===== config.mk =====
export PLATFORM = sky130hd
export DESIGN_NAME = bit_ops_io_datapath
export DESIGN_NICKNAME = d
export VERILOG_FILES = /design/src/hw/bitops_pkg.sv /design/src/hw/io_map_if.sv /design/src/hw/bit_ops_io_datapath.sv /design/src/hw/io_addr_map.sv
export SDC_FILE = /design/constraint.sdc
export NUM_CORES = 1
export LEC_CHECK = 0
export BUFFER_PORTS_ARGS = -buffer_cell sky130_fd_sc_hd__buf_2
export CORE_MARGIN = 1
export CORE_UTILIZATION = 40
export CTS_CLUSTER_DIAMETER = 50
export DETAILED_ROUTE_END_ITERATION = 16
export SLEW_MARGIN = 25
export SYNTH_ARGS = -nofsm -noshare
export SYNTH_HDL_FRONTEND = slang
export SYNTH_SLANG_ARGS = --single-unit
export TNS_END_PERCENT = 100

===== constraint.sdc =====
create_clock -name i_core_clk -period 4.8 [get_ports i_core_clk]
set_clock_uncertainty 0.15 [all_clocks]
set_input_delay 0.24 -clock i_core_clk [delete_from_list [all_inputs] [get_ports i_core_clk]]
set_output_delay 0.24 -clock i_core_clk [all_outputs]
set_load 0.01 [all_outputs]

===== src/hw/bitops_pkg.sv =====
// constants, opcodes and status bit layout for the bit/io datapath
// assumes an 8-bit core with a 9-bit data space and a 6-bit io space
package bitops_pkg;
  // ==========================================================
  // widths
  localparam int unsigned DW  = 8;
  localparam int unsigned PCW = 16;
  localparam int unsigned DAW = 9;
  localparam int unsigned IAW = 6;
  localparam int unsigned OFW = 7;

  // ==========================================================
  // status register bit positions
  localparam int unsigned SB_C = 0;
  localparam int unsigned SB_Z = 1;
  localparam int unsigned SB_N = 2;
  localparam int unsigned SB_V = 3;
  localparam int unsigned SB_S = 4;
  localparam int unsigned SB_H = 5;
  localparam int unsigned SB_T = 6;
  localparam int unsigned SB_I = 7;
  localparam int unsigned MSB  = DW - 1;
  localparam logic [DW-1:0] STAT_RST = 8'h00;

  // ==========================================================
  // address map of the io space
  localparam logic [DAW-1:0] IO_DS_OFS  = 9'h020;
  localparam logic [IAW-1:0] IO_BIT_MAX = 6'h1F;
  localparam logic [DAW-1:0] DS_IO_MIN  = 9'h020;

  // ==========================================================
  // software register port offsets
  localparam logic [1:0] REG_STATUS = 2'h0;
  localparam logic [1:0] REG_RESULT = 2'h1;
  localparam logic [1:0] REG_PC_LO  = 2'h2;
  localparam logic [1:0] REG_PC_HI  = 2'h3;
  localparam logic [PCW-1:0] PC_STEP = 16'h0001;

  // ==========================================================
  // operations handled by this slice
  typedef enum logic [4:0] {
    OP_NOP = 5'h00, OP_BR_OVF_CLR = 5'h01, OP_BR_IRQ_ON = 5'h02,
    OP_BR_IRQ_OFF = 5'h03, OP_IO_BIT_SET = 5'h04, OP_IO_BIT_CLR = 5'h05,
    OP_SKIP_ONE = 5'h06, OP_SKIP_ZERO = 5'h07, OP_SHL = 5'h08,
    OP_SHR = 5'h09, OP_RCL = 5'h0A, OP_RCR = 5'h0B, OP_SAR = 5'h0C,
    OP_SWAP = 5'h0D, OP_FLAG_SET = 5'h0E, OP_FLAG_CLR = 5'h0F,
    OP_BIT_TO_T = 5'h10, OP_T_TO_BIT = 5'h11, OP_IO_IN = 5'h12,
    OP_IO_OUT = 5'h13, OP_DS_LOAD = 5'h14, OP_DS_STORE = 5'h15
  } op_type;

  typedef enum logic [3:0] {
    SM_IDLE = 4'b0001,
    SM_BR2  = 4'b0010,
    SM_IO   = 4'b0100,
    SM_WB   = 4'b1000
  } state_type;
endpackage


===== src/hw/io_map_if.sv =====
// address mapping request and answer between datapath and mapper
// assumes a purely combinational mapper on the far side
`timescale 1ns/1ps
interface io_map_if;
  logic                           use_io;
  logic [bitops_pkg::IAW-1:0]     io_addr;
  logic [bitops_pkg::DAW-1:0]     data_addr;
  logic [bitops_pkg::DAW-1:0]     bus_addr;
  logic                           in_range;
  logic                           bit_ok;
  modport requester (output use_io, io_addr, data_addr,
                     input bus_addr, in_range, bit_ok);
  modport mapper    (input use_io, io_addr, data_addr,
                     output bus_addr, in_range, bit_ok);
endinterface


===== src/hw/bit_ops_io_datapath.sv =====
// execution datapath for branches, shifts, flag and io bit operations
// assumes io bus read data is valid in the cycle the read strobe is high
//
// Notes on behaviour
// - overflow-clear branch, one or two cycles
// - irq-on/off branches jump on global flag
// - io bit set/clear, two cycles, flags kept
// - bit set/clear only io 0x00..0x1F
// - bit set/clear rewrites whole register
// - some flags cleared by writing one
// - skip tests reach io bits up to 0x1F
// - io ops use 0..0x3F, data +0x20
// - extended region only via data loads/stores
// - left shift, zero in, flags, one cycle
// - right shift, zero in, flags, one cycle
// - arithmetic right shift keeps bit 7
// - rotate left through carry, one cycle
// - rotate right through carry, one cycle
// - selected bit copied into transfer flag
// - transfer flag into bit, flags kept
`timescale 1ns/1ps
module bit_ops_io_datapath (
  input  wire logic                          i_core_clk,
  input  wire logic                          i_nrst,
  input  wire logic                          i_op_valid,
  input  wire bitops_pkg::op_type            i_op_code,
  input  wire logic [bitops_pkg::DW-1:0]     i_opnd,
  input  wire logic [2:0]                    i_bit_sel,
  input  wire logic [bitops_pkg::IAW-1:0]    i_io_addr,
  input  wire logic [bitops_pkg::DAW-1:0]    i_data_addr,
  input  wire logic [bitops_pkg::OFW-1:0]    i_offset,
  input  wire logic [bitops_pkg::PCW-1:0]    i_pc,
  output logic                               o_busy,
  output logic                               o_done,
  output logic [bitops_pkg::DW-1:0]          o_result,
  output logic                               o_result_we,
  output logic [bitops_pkg::PCW-1:0]         o_pc_next,
  output logic                               o_skip,
  output logic                               o_bad_addr,
  output logic [bitops_pkg::DW-1:0]          o_stat,
  output logic [bitops_pkg::DAW-1:0]         o_io_addr,
  output logic [bitops_pkg::DW-1:0]          o_io_wdata,
  output logic                               o_io_we,
  output logic                               o_io_re,
  input  wire logic [bitops_pkg::DW-1:0]     i_io_rdata,
  input  wire logic [1:0]                    i_reg_addr,
  input  wire logic [bitops_pkg::DW-1:0]     i_reg_wdata,
  input  wire logic                          i_reg_wr,
  input  wire logic                          i_reg_rd,
  output logic [bitops_pkg::DW-1:0]          o_reg_rdata
);
  import bitops_pkg::*;

  // ==========================================================
  // decode helpers
  function automatic logic is_bit_rmw(input op_type op);
    return (op == OP_IO_BIT_SET) || (op == OP_IO_BIT_CLR);
  endfunction

  function automatic logic is_skip(input op_type op);
    return (op == OP_SKIP_ONE) || (op == OP_SKIP_ZERO);
  endfunction

  function automatic logic is_io_op(input op_type op);
    return is_bit_rmw(op) || is_skip(op) || (op == OP_IO_IN) ||
           (op == OP_IO_OUT) || (op == OP_DS_LOAD) || (op == OP_DS_STORE);
  endfunction

  function automatic logic is_branch(input op_type op);
    return (op == OP_BR_OVF_CLR) || (op == OP_BR_IRQ_ON) ||
           (op == OP_BR_IRQ_OFF);
  endfunction

  // ==========================================================
  // state and working registers
  state_type            state_ff;
  state_type            nxt_state;
  op_type               op_ff;
  logic [2:0]           bit_ff;
  logic [DW-1:0]        stat_ff;
  logic [DW-1:0]        nxt_stat;
  logic [DW-1:0]        nxt_res;
  logic                 nxt_res_we;
  logic                 take;
  logic                 accept;
  logic [PCW-1:0]       tgt_pc;
  logic [DW-1:0]        bit_mask;
  logic [DW-1:0]        rmw_mask;
  logic [DW-1:0]        rmw_data;
  logic                 io_ok;
  io_map_if             map_if ();

  assign accept   = i_op_valid && (state_ff == SM_IDLE);
  assign bit_mask = DW'(1) << i_bit_sel;
  assign rmw_mask = DW'(1) << bit_ff;
  assign tgt_pc   = i_pc + PCW'($signed(i_offset)) + PC_STEP;

  // ==========================================================
  // address mapping
  assign map_if.use_io    = (i_op_code != OP_DS_LOAD) &&
                            (i_op_code != OP_DS_STORE);
  assign map_if.io_addr   = i_io_addr;
  assign map_if.data_addr = i_data_addr;

  io_addr_map u_map (
    .m (map_if)
  );

  // bit ops and skips need the low block, the rest any mapped address
  always_comb begin
    if (is_bit_rmw(i_op_code) || is_skip(i_op_code)) begin
      io_ok = map_if.bit_ok;
    end else begin
      io_ok = map_if.in_range;
    end
  end

  // ==========================================================
  // branch condition
  always_comb begin
    case (i_op_code)
      OP_BR_OVF_CLR: take = !stat_ff[SB_V];
      OP_BR_IRQ_ON:  take = stat_ff[SB_I];
      OP_BR_IRQ_OFF: take = !stat_ff[SB_I];
      default:       take = 1'b0;
    endcase
  end

  // ==========================================================
  // single-cycle register and flag results
  always_comb begin
    nxt_stat   = stat_ff;
    nxt_res    = i_opnd;
    case (i_op_code)
      OP_SHL: begin
        nxt_res        = {i_opnd[MSB-1:0], 1'b0};
        nxt_stat[SB_C] = i_opnd[MSB];
      end
      OP_SHR: begin
        nxt_res        = {1'b0, i_opnd[MSB:1]};
        nxt_stat[SB_C] = i_opnd[0];
      end
      OP_SAR: begin
        nxt_res        = {i_opnd[MSB], i_opnd[MSB:1]};
        nxt_stat[SB_C] = i_opnd[0];
      end
      OP_RCL: begin
        nxt_res        = {i_opnd[MSB-1:0], stat_ff[SB_C]};
        nxt_stat[SB_C] = i_opnd[MSB];
      end
      OP_RCR: begin
        nxt_res        = {stat_ff[SB_C], i_opnd[MSB:1]};
        nxt_stat[SB_C] = i_opnd[0];
      end
      OP_SWAP:     nxt_res = {i_opnd[3:0], i_opnd[MSB:4]};
      OP_FLAG_SET: nxt_stat = stat_ff | bit_mask;
      OP_FLAG_CLR: nxt_stat = stat_ff & ~bit_mask;
      OP_BIT_TO_T: nxt_stat[SB_T] = i_opnd[i_bit_sel];
      OP_T_TO_BIT: nxt_res = (i_opnd & ~bit_mask) | (stat_ff[SB_T] ? bit_mask : DW'(0));
      default:     nxt_res = i_opnd;
    endcase
    // ops that hand back a register result
    nxt_res_we = (i_op_code inside {OP_SHL, OP_SHR, OP_SAR, OP_RCL, OP_RCR, OP_SWAP,
                                    OP_T_TO_BIT});
    // shared flag update for the shift and rotate forms
    if (i_op_code inside {OP_SHL, OP_SHR, OP_SAR, OP_RCL, OP_RCR}) begin
      nxt_stat[SB_Z] = (nxt_res == DW'(0));
      nxt_stat[SB_N] = nxt_res[MSB];
      nxt_stat[SB_V] = nxt_res[MSB] ^ nxt_stat[SB_C];
    end
  end

  // whole-register write-back; flags read as one go back as one
  assign rmw_data = (op_ff == OP_IO_BIT_SET) ? (i_io_rdata | rmw_mask)
                                             : (i_io_rdata & ~rmw_mask);

  // ==========================================================
  // sequencing state machine
  always_comb begin
    nxt_state = state_ff;
    case (state_ff)
      SM_IDLE: begin
        if (accept && is_branch(i_op_code) && take) begin
          nxt_state = SM_BR2;
        end else if (accept && is_io_op(i_op_code) && io_ok) begin
          nxt_state = SM_IO;
        end
      end
      SM_BR2, SM_IO, SM_WB: nxt_state = SM_IDLE;
      default: nxt_state = SM_IDLE;
    endcase
  end

  always_ff @(posedge i_core_clk) begin
    if (!i_nrst) begin
      state_ff <= SM_IDLE;
      o_busy   <= 1'b0;
    end else begin
      state_ff <= nxt_state;
      o_busy   <= (nxt_state != SM_IDLE);
    end
  end

  // latched operation for the second cycle
  always_ff @(posedge i_core_clk) begin
    if (!i_nrst) begin
      op_ff  <= OP_NOP;
      bit_ff <= 3'h0;
    end else if (accept) begin
      op_ff  <= i_op_code;
      bit_ff <= i_bit_sel;
    end
  end

  // ==========================================================
  // status register; datapath update beats a software write
  always_ff @(posedge i_core_clk) begin
    if (!i_nrst) begin
      stat_ff <= STAT_RST;
    end else if (accept) begin
      stat_ff <= nxt_stat;
    end else if (i_reg_wr && (i_reg_addr == REG_STATUS)) begin
      stat_ff <= i_reg_wdata;
    end
  end

  assign o_stat = stat_ff;

  // ==========================================================
  // completion, result and program counter
  always_ff @(posedge i_core_clk) begin
    if (!i_nrst) begin
      o_done      <= 1'b0;
      o_result    <= 8'h00;
      o_result_we <= 1'b0;
      o_skip      <= 1'b0;
      o_bad_addr  <= 1'b0;
      o_pc_next   <= 16'h0000;
    end else begin
      o_done      <= 1'b0;
      o_result_we <= 1'b0;
      o_skip      <= 1'b0;
      o_bad_addr  <= 1'b0;
      if (accept) begin
        o_pc_next <= take ? tgt_pc : (i_pc + PC_STEP);
        if (is_io_op(i_op_code) && !io_ok) begin
          o_done     <= 1'b1; // no bus access
          o_bad_addr <= 1'b1;
        end else if (!(is_branch(i_op_code) && take) &&
                     !is_io_op(i_op_code)) begin
          o_done      <= 1'b1;
          o_result    <= nxt_res;
          o_result_we <= nxt_res_we;
        end
      end else if (state_ff == SM_BR2) begin
        o_done <= 1'b1; // taken path, second cycle
      end else if (state_ff == SM_IO) begin
        o_done <= 1'b1;
        if ((op_ff == OP_IO_IN) || (op_ff == OP_DS_LOAD)) begin
          o_result    <= i_io_rdata;
          o_result_we <= 1'b1;
        end
        if (op_ff == OP_SKIP_ONE) begin
          o_skip <= i_io_rdata[bit_ff];
        end else if (op_ff == OP_SKIP_ZERO) begin
          o_skip <= !i_io_rdata[bit_ff];
        end
      end
    end
  end

  // ==========================================================
  // internal io bus strobes
  always_ff @(posedge i_core_clk) begin
    if (!i_nrst) begin
      o_io_addr  <= 9'h000;
      o_io_wdata <= 8'h00;
      o_io_we    <= 1'b0;
      o_io_re    <= 1'b0;
    end else begin
      o_io_we <= 1'b0;
      o_io_re <= 1'b0;
      if (accept && is_io_op(i_op_code) && io_ok) begin
        o_io_addr  <= map_if.bus_addr;
        o_io_wdata <= i_opnd;
        if ((i_op_code == OP_IO_OUT) || (i_op_code == OP_DS_STORE)) begin
          o_io_we <= 1'b1;
        end else begin
          o_io_re <= 1'b1; // read half
        end
      end else if ((state_ff == SM_IO) && is_bit_rmw(op_ff)) begin
        o_io_wdata <= rmw_data; // write half
        o_io_we    <= 1'b1;
      end
    end
  end

  // ==========================================================
  // software read port, data for one cycle only
  always_ff @(posedge i_core_clk) begin
    if (!i_nrst) begin
      o_reg_rdata <= 8'h00;
    end else if (i_reg_rd) begin
      case (i_reg_addr)
        REG_STATUS: o_reg_rdata <= stat_ff;
        REG_RESULT: o_reg_rdata <= o_result;
        REG_PC_LO:  o_reg_rdata <= o_pc_next[DW-1:0];
        REG_PC_HI:  o_reg_rdata <= o_pc_next[PCW-1:DW];
        default:    o_reg_rdata <= 8'h00;
      endcase
    end else begin
      o_reg_rdata <= 8'h00;
    end
  end
endmodule


===== src/hw/io_addr_map.sv =====
// maps io and data space addresses onto the internal io bus address
// assumes the io bus is addressed in data-space terms
`timescale 1ns/1ps
module io_addr_map (
  io_map_if.mapper m
);
  import bitops_pkg::*;

  // ==========================================================
  // address translation
  // io instructions land at io address plus offset
  always_comb begin
    if (m.use_io) begin
      m.bus_addr = DAW'({3'h0, m.io_addr}) + IO_DS_OFS;
      m.in_range = 1'b1;
    end else begin
      // extended region only via data-space loads and stores
      m.bus_addr = m.data_addr;
      m.in_range = (m.data_addr >= DS_IO_MIN);
    end
  end

  // single-bit access limited to the low io block
  assign m.bit_ok = m.use_io && (m.io_addr <= IO_BIT_MAX);
endmodule


==> results of run 1 <==
[area by class of cell]
type                    instances  area, µm²  area share, %
clock buffers                   9        225           3.51
clock inverters                 7       58.8          0.916
inverters                      15       56.3          0.877
multi-input cells             526       3580           55.8
flip-flops and latches         76       1520           23.7
well taps                     172        215           3.35
repair buffers                148        761           11.8
[power breakdown]
part | switching (µW) | leakage, µW | internal [µW]
clock | 300 | 0.000138 | 358
combinational | 237 | 0.00196 | 165
sequential | 28.5 | 0.000619 | 657
total | 566 | 0.00272 | 1180
[worst paths after layout]
path | startpoint | to | slack [ns] | depth (start not counted)
setup / recovery | state_ff[2] | o_io_wdata[2] | 2.06 | 8
hold / removal | i_data_addr[8] | o_io_addr[8] | 0.02 | 3
setup reg to reg | state_ff[2] | o_io_wdata[2] | 2.06 | 8
hold reg to reg | o_result[7] | o_result[7] | 0.32 | 2
[layout by cell type, fill, tap and decap left out, drive strengths merged, types with 3 or more instances in the layout]
cell,instances
a211oi,15
a31oi,9
nand2,80
mux4,12
o22ai,3
nor2b,9
a21oi,56
o21ai,35
or3,8
nor3b,7
xor2,11
nand2b,9
clkinv,3
o21bai,5
mux2,3
nor2,63
clkbuf,9
nor4b,6
dfxtp,76
nand3,26
a21o,5
and4,3
ha,16
and2,5
nand3b,3
and3,9
nor3,11
inv,18
mux2i,23
a22oi,4
a221oi,14
xnor2,17
o211ai,13
and3b,3
buf,148
nor4,3
[flip-flops by register name, summed over array words and instances, names as in the netlist, 2 cells and up, named ones only]
name and cells:
o_pc_next 16, o_io_addr 9, o_io_wdata 8, o_reg_rdata 8, o_result 8, op_ff 5
state_ff 4, bit_ff 3, o_stat 2
[through the flow]
step | utilization, % | total power, µW | cell area, µm²
final | 50.1 | 1750 | 6420
after global routing | 50.1 | 1830 | 6420
after CTS | 50.1 | 1750 | 6420
after detailed placement | 47.9 | 1100 | 6140
after global placement | 47.9 | 1090 | 6140
after floorplan | - | 952 | 5360
[layer usage]
| metal | share of wire (%) | wire length, µm | global-route usage (%) | up-vias |
|---|---|---|---|---|
| met5 | 0 | 0 | 0 | - |
| met4 | 3.3 | 599 | 12.1 | 0 |
| met3 | 6.7 | 1200 | 3.88 | 42 |
| met2 | 44 | 8000 | 39.4 | 229 |
| met1 | 46 | 8260 | 36.6 | 2632 |
| li1 | - | - | - | 2666 |
[critical path, stage by stage, from the launching register on]
cell	delay, ns
dfxtp_1	0.38
nand4bb_1	0.20
or2_1	0.51
buf_4	0.40
nor2_2	0.07
buf_4	0.22
nor2b_1	0.44
a221oi_1	0.18
nor2_1	0.12
[cell families after synthesis]
group           share of synthesized area [%]
fa+ha+maj                                4.11
compound gates                           23.7
simple gates                             24.3
flops                                    28.4
buf+inv                                  4.99
mux                                      9.96
xor+xnor                                 4.57
other cells                            0.0699
==> reports/metrics.cfg, run 1 <==
[global_route]
track_usage_pct=26.2
grt_pass1_wl_um=28600
grt_pass1_vias=5253
grt_max_degree=43
grt_overflow=0
antenna_found_initial=0

[floorplan]
core_area_mm2=0.0128
rows=41
die_w_um=118
fp.dieH_um=118
die_area_mm2=0.0139
start_util_pct=41.8
pin_count=141

[detailed_routing]
dr.pass1.iters=6
vias=5569
drc=0
post_drt_wl_per_cell_um=19.0
drt_iter0_drc=519
antenna_left=0
routed_via_density=5.84
routed_wl_um=18100

[cts]
cts_root_buf=clkbuf_16
tritoncts=yes
clockBufferDepth=2
cts_hold_buf=0
insertion_delay_ns=0.35
cts.sinks=76
postCtsSetupBuffers=0
cts_made_buffers=9
cts_resized=0
clk_pin_slew_ns=0.07
htreeDepth=3

[sta]
max_slew_margin_pct=41.4
final-hold-violation-count=0
holdWs_ns=0.0164
finalMaxSlewViolations=0
setup_tns_ns=0
grt_setup_unrepaired=no
finalSetupViolCount=0
max_freq_ghz=0.365
fin_crit_sh_pct=57.0
setup_slack_ns=2.06
period_needed_ns=2.74
worstMarginPinSlew_ns=0.867

[setup_path]
path_class=reg -> reg
critPathMaxFanout=28
critPathCaptureType=flip-flop
cp_data_arrival_time_ns=2.87
cp_data_required_time_ns=4.93
critPathLaunchType=flip-flop

[min_path]
hold_class=in -> reg

[logic_synthesis]
yosysMostFrequentCell=nand2_1
synth_commonest_cells=nand2_1, dfxtp_1, nor2_1
synthDistinctLibCells=82
syn_inst=661
synth_seq_cells=76
async_flop_share_pct=0
synth_flop_cell=dfxtp_1
synth_edf_count=0
yosys.area.top_type=dfxtp_1
synth.avg_cell_area_um2=8.11
synthTopCellsByArea=dfxtp_1, nand2_1, a21oi_1
yosysSeqAreaShare_pct=28.4
netlist_area_mm2=0.00536
synth_nets=755
ys_warn_count=0
netlist.area_leader.share_pct=28.4

[placement]
pre_cts_slack_ns=2.11
dp.cells=937
dp_hpwl_um=13800
gp_congestion=0.936
portBuffers=140

[finish]
layout-drive-gt1-share_pct=25.4
stdcell_count=953
fill_cells=1302
final_nets=870
syn_to_final_growth_pct=19.7
diodes=0

[status]
outcome=finished, final reports clean

[power_and_ir_drop]
p_leak_uw=0.00272
powerDensity_mw_per_mm2=272
ir_drop_mv=0.152

[run]
maxCapViolCount=0

Note: power is estimated with default switching activity, not from simulation.
==> run 2, diff against run 1 <==
==> constraint.sdc (replaced) <==
create_clock -name i_core_clk -period 2.6 [get_ports i_core_clk]
set_clock_uncertainty 0.15 [all_clocks]
set_input_delay 0.13 -clock i_core_clk [delete_from_list [all_inputs] [get_ports i_core_clk]]
set_output_delay 0.13 -clock i_core_clk [all_outputs]
set_load 0.01 [all_outputs]
==> reports/metrics.cfg, run 2 (synthesized netlist as in run 1, its figures left out) <==
[sta]
holdWs_ns=-0.00301  ; was 0.0164 ns
finalMaxSlewViolations=0  ; unchanged
max_slew_margin_pct=50.1  ; was 41.4%
grt_setup_unrepaired=no  ; unchanged
final-hold-violation-count=1  ; was 0
setup_tns_ns=0  ; unchanged
worstMarginPinSlew_ns=0.744  ; was 0.867 ns
finalSetupViolCount=0  ; unchanged
period_needed_ns=2.40
fin_crit_sh_pct=92.3
max_freq_ghz=0.417

[floorplan]
fp.dieH_um=118  ; unchanged
rows=41  ; unchanged
core_area_mm2=0.0128  ; unchanged
pin_count=141  ; unchanged
start_util_pct=41.8  ; unchanged
die_area_mm2=0.0139  ; unchanged
die_w_um=118  ; unchanged

[finish]
final_nets=905  ; was 870
layout-drive-gt1-share_pct=26.2  ; was 25.4%
layout_commonest_cell=buf_2  ; unchanged
largest_register=o_pc_next  ; unchanged
final_cell_mix=buf_2, nand2_1, dfxtp_1  ; unchanged
reg_top3=o_pc_next (16), o_io_addr (9)  ; unchanged
largest_reg_flops=16  ; unchanged
fill_cells=1281  ; was 1302
syn_to_final_growth_pct=26.1  ; was 19.7%
diodes=0  ; unchanged

[setup_path]
cp-startpoint=i_op_code[0]  ; was state_ff[2]
critPathCaptureType=flip-flop  ; unchanged
critPathLaunchType=input port  ; was flip-flop
cp_data_arrival_time_ns=2.54  ; was 2.87 ns
rr_startpoint=op_ff[3]  ; was state_ff[2]
critPathMaxFanout=13  ; was 28
crit_chain=dlygate4sd3_1 > buf_2 > buf_4 > nor2b_1 > a32oi_1 > o22ai_1 > a221oi_1 > buf_4 > nand2_1 > nor3_1 > a41o_1  ; was nand4bb_1 > or2_1 > buf_4 > nor2_2 > buf_4 > nor2b_1 > a221oi_1 > nor2_1
rr_worst_depth=9  ; was 8
cp_data_required_time_ns=2.74  ; was 4.93 ns
cpPeakStageDelay_ns=0.53  ; was 0.51 ns
path_class=in -> reg  ; was reg -> reg
cpMostUsedCell=buf_4  ; unchanged
cp_slowest_cell=dlygate4sd3_1  ; was or2_1

[cts]
clockBufferDepth=2  ; unchanged
htreeDepth=3  ; unchanged
cts_made_buffers=9  ; unchanged
cts_resized=0  ; unchanged
clk_pin_slew_ns=0.07  ; about the same
cts_root_buf=clkbuf_16  ; unchanged
insertion_delay_ns=0.35  ; about the same
tritoncts=yes  ; unchanged
cts.sinks=76  ; unchanged

[global_route]
track_usage_pct=27.1  ; was 26.2%
grt_pass1_wl_um=29500  ; was 28600 µm
grt_overflow=0  ; unchanged
grt_pass1_vias=5398  ; was 5253
antenna_found_initial=0  ; unchanged
grt_max_degree=49  ; was 43

[detailed_routing]
routed_wl_um=18800  ; was 18100 µm
post_drt_wl_per_cell_um=19.0  ; about the same
drc=0  ; unchanged
antenna_left=0  ; unchanged
drt_iter0_drc=473  ; was 519
routed_via_density=5.75  ; was 5.84
vias=5682  ; was 5569
dr.pass1.iters=9  ; was 6

[placement]
dp_hpwl_um=14500  ; was 13800 µm
gp_congestion=0.939  ; was 0.936
portBuffers=140  ; unchanged

[status]
violations=negative hold slack
outcome=complete, but fails checks  ; was finished, final reports clean

[power_and_ir_drop]
p_leak_uw=0.00289  ; was 0.00272 µW
powerDensity_mw_per_mm2=503  ; was 272 mW/mm²
ir_drop_mv=0.390  ; was 0.152 mV
finalPower_uw=3410  ; was 1750 µW

[min_path]
min_path_cells=3  ; unchanged
hold_class=in -> reg  ; unchanged
worstHoldStart=i_op_code[3]  ; was i_data_addr[8]

[run]
maxCapViolCount=0  ; unchanged

## run 2: critical path, delay by kind of cell
kind	cells	cell delay, ns
buf+inv	4	1.09
compound gates	4	0.87
simple gates	3	0.45
## run 2: where the power goes
group          leakage (µW)  switching, µW  internal (µW)
clock network      0.000153            582            771
logic               0.00212            453            341
registers          0.000619           47.7           1210
## run 2: layer usage
layer  wire length (µm)  GRT usage, %
met5                  0             0
met4                473          10.0
met3               1010          3.92
met2               8520          42.6
met1               8780          37.4
## run 2: repair_timing
action / 4_1_cts / 5_1_grt
endpoints found under the setup margin: 0 / 0
setup buffers: 0 / 0
endpoints found under the hold margin: 22 / 0
hold buffers: 19 / 0
## run 2: path summary, 6_finish.rpt
kind | endpoint | slack [ns]
setup / recovery | flip-flop | 0.20
hold / removal | op_ff[3] | -0.003
hold reg to reg | o_result[7] | 0.32
setup reg to reg | o_result[3] | 0.39
## run 2: layout make-up
cell class              instances  area, µm²  share of cell area [%]
clock buffers                   9        225                    3.33
clock inverters                 7       93.8                    1.39
inverters                      15       56.3                   0.832
multi-input cells             526       3580                    53.0
flip-flops and latches         76       1520                    22.5
well taps                     172        215                    3.18
repair buffers                183       1070                    15.8
## run 2: per-stage QoR
stage	cell area, µm²	hold WS [ns]	util, %	setup slack, ns	cells
2_1_floorplan	5360	0.0946	-	0.373	661
3_3_place_gp	6260	0.260	48.8	0.0888	953
3_5_place_dp	6260	0.257	48.8	0.0276	953
4_1_cts	6770	0.0000536	52.8	0.235	988
5_1_grt	6770	0.0232	52.8	0.0753	988
6_report	6770	-0.00301	52.8	0.200	988
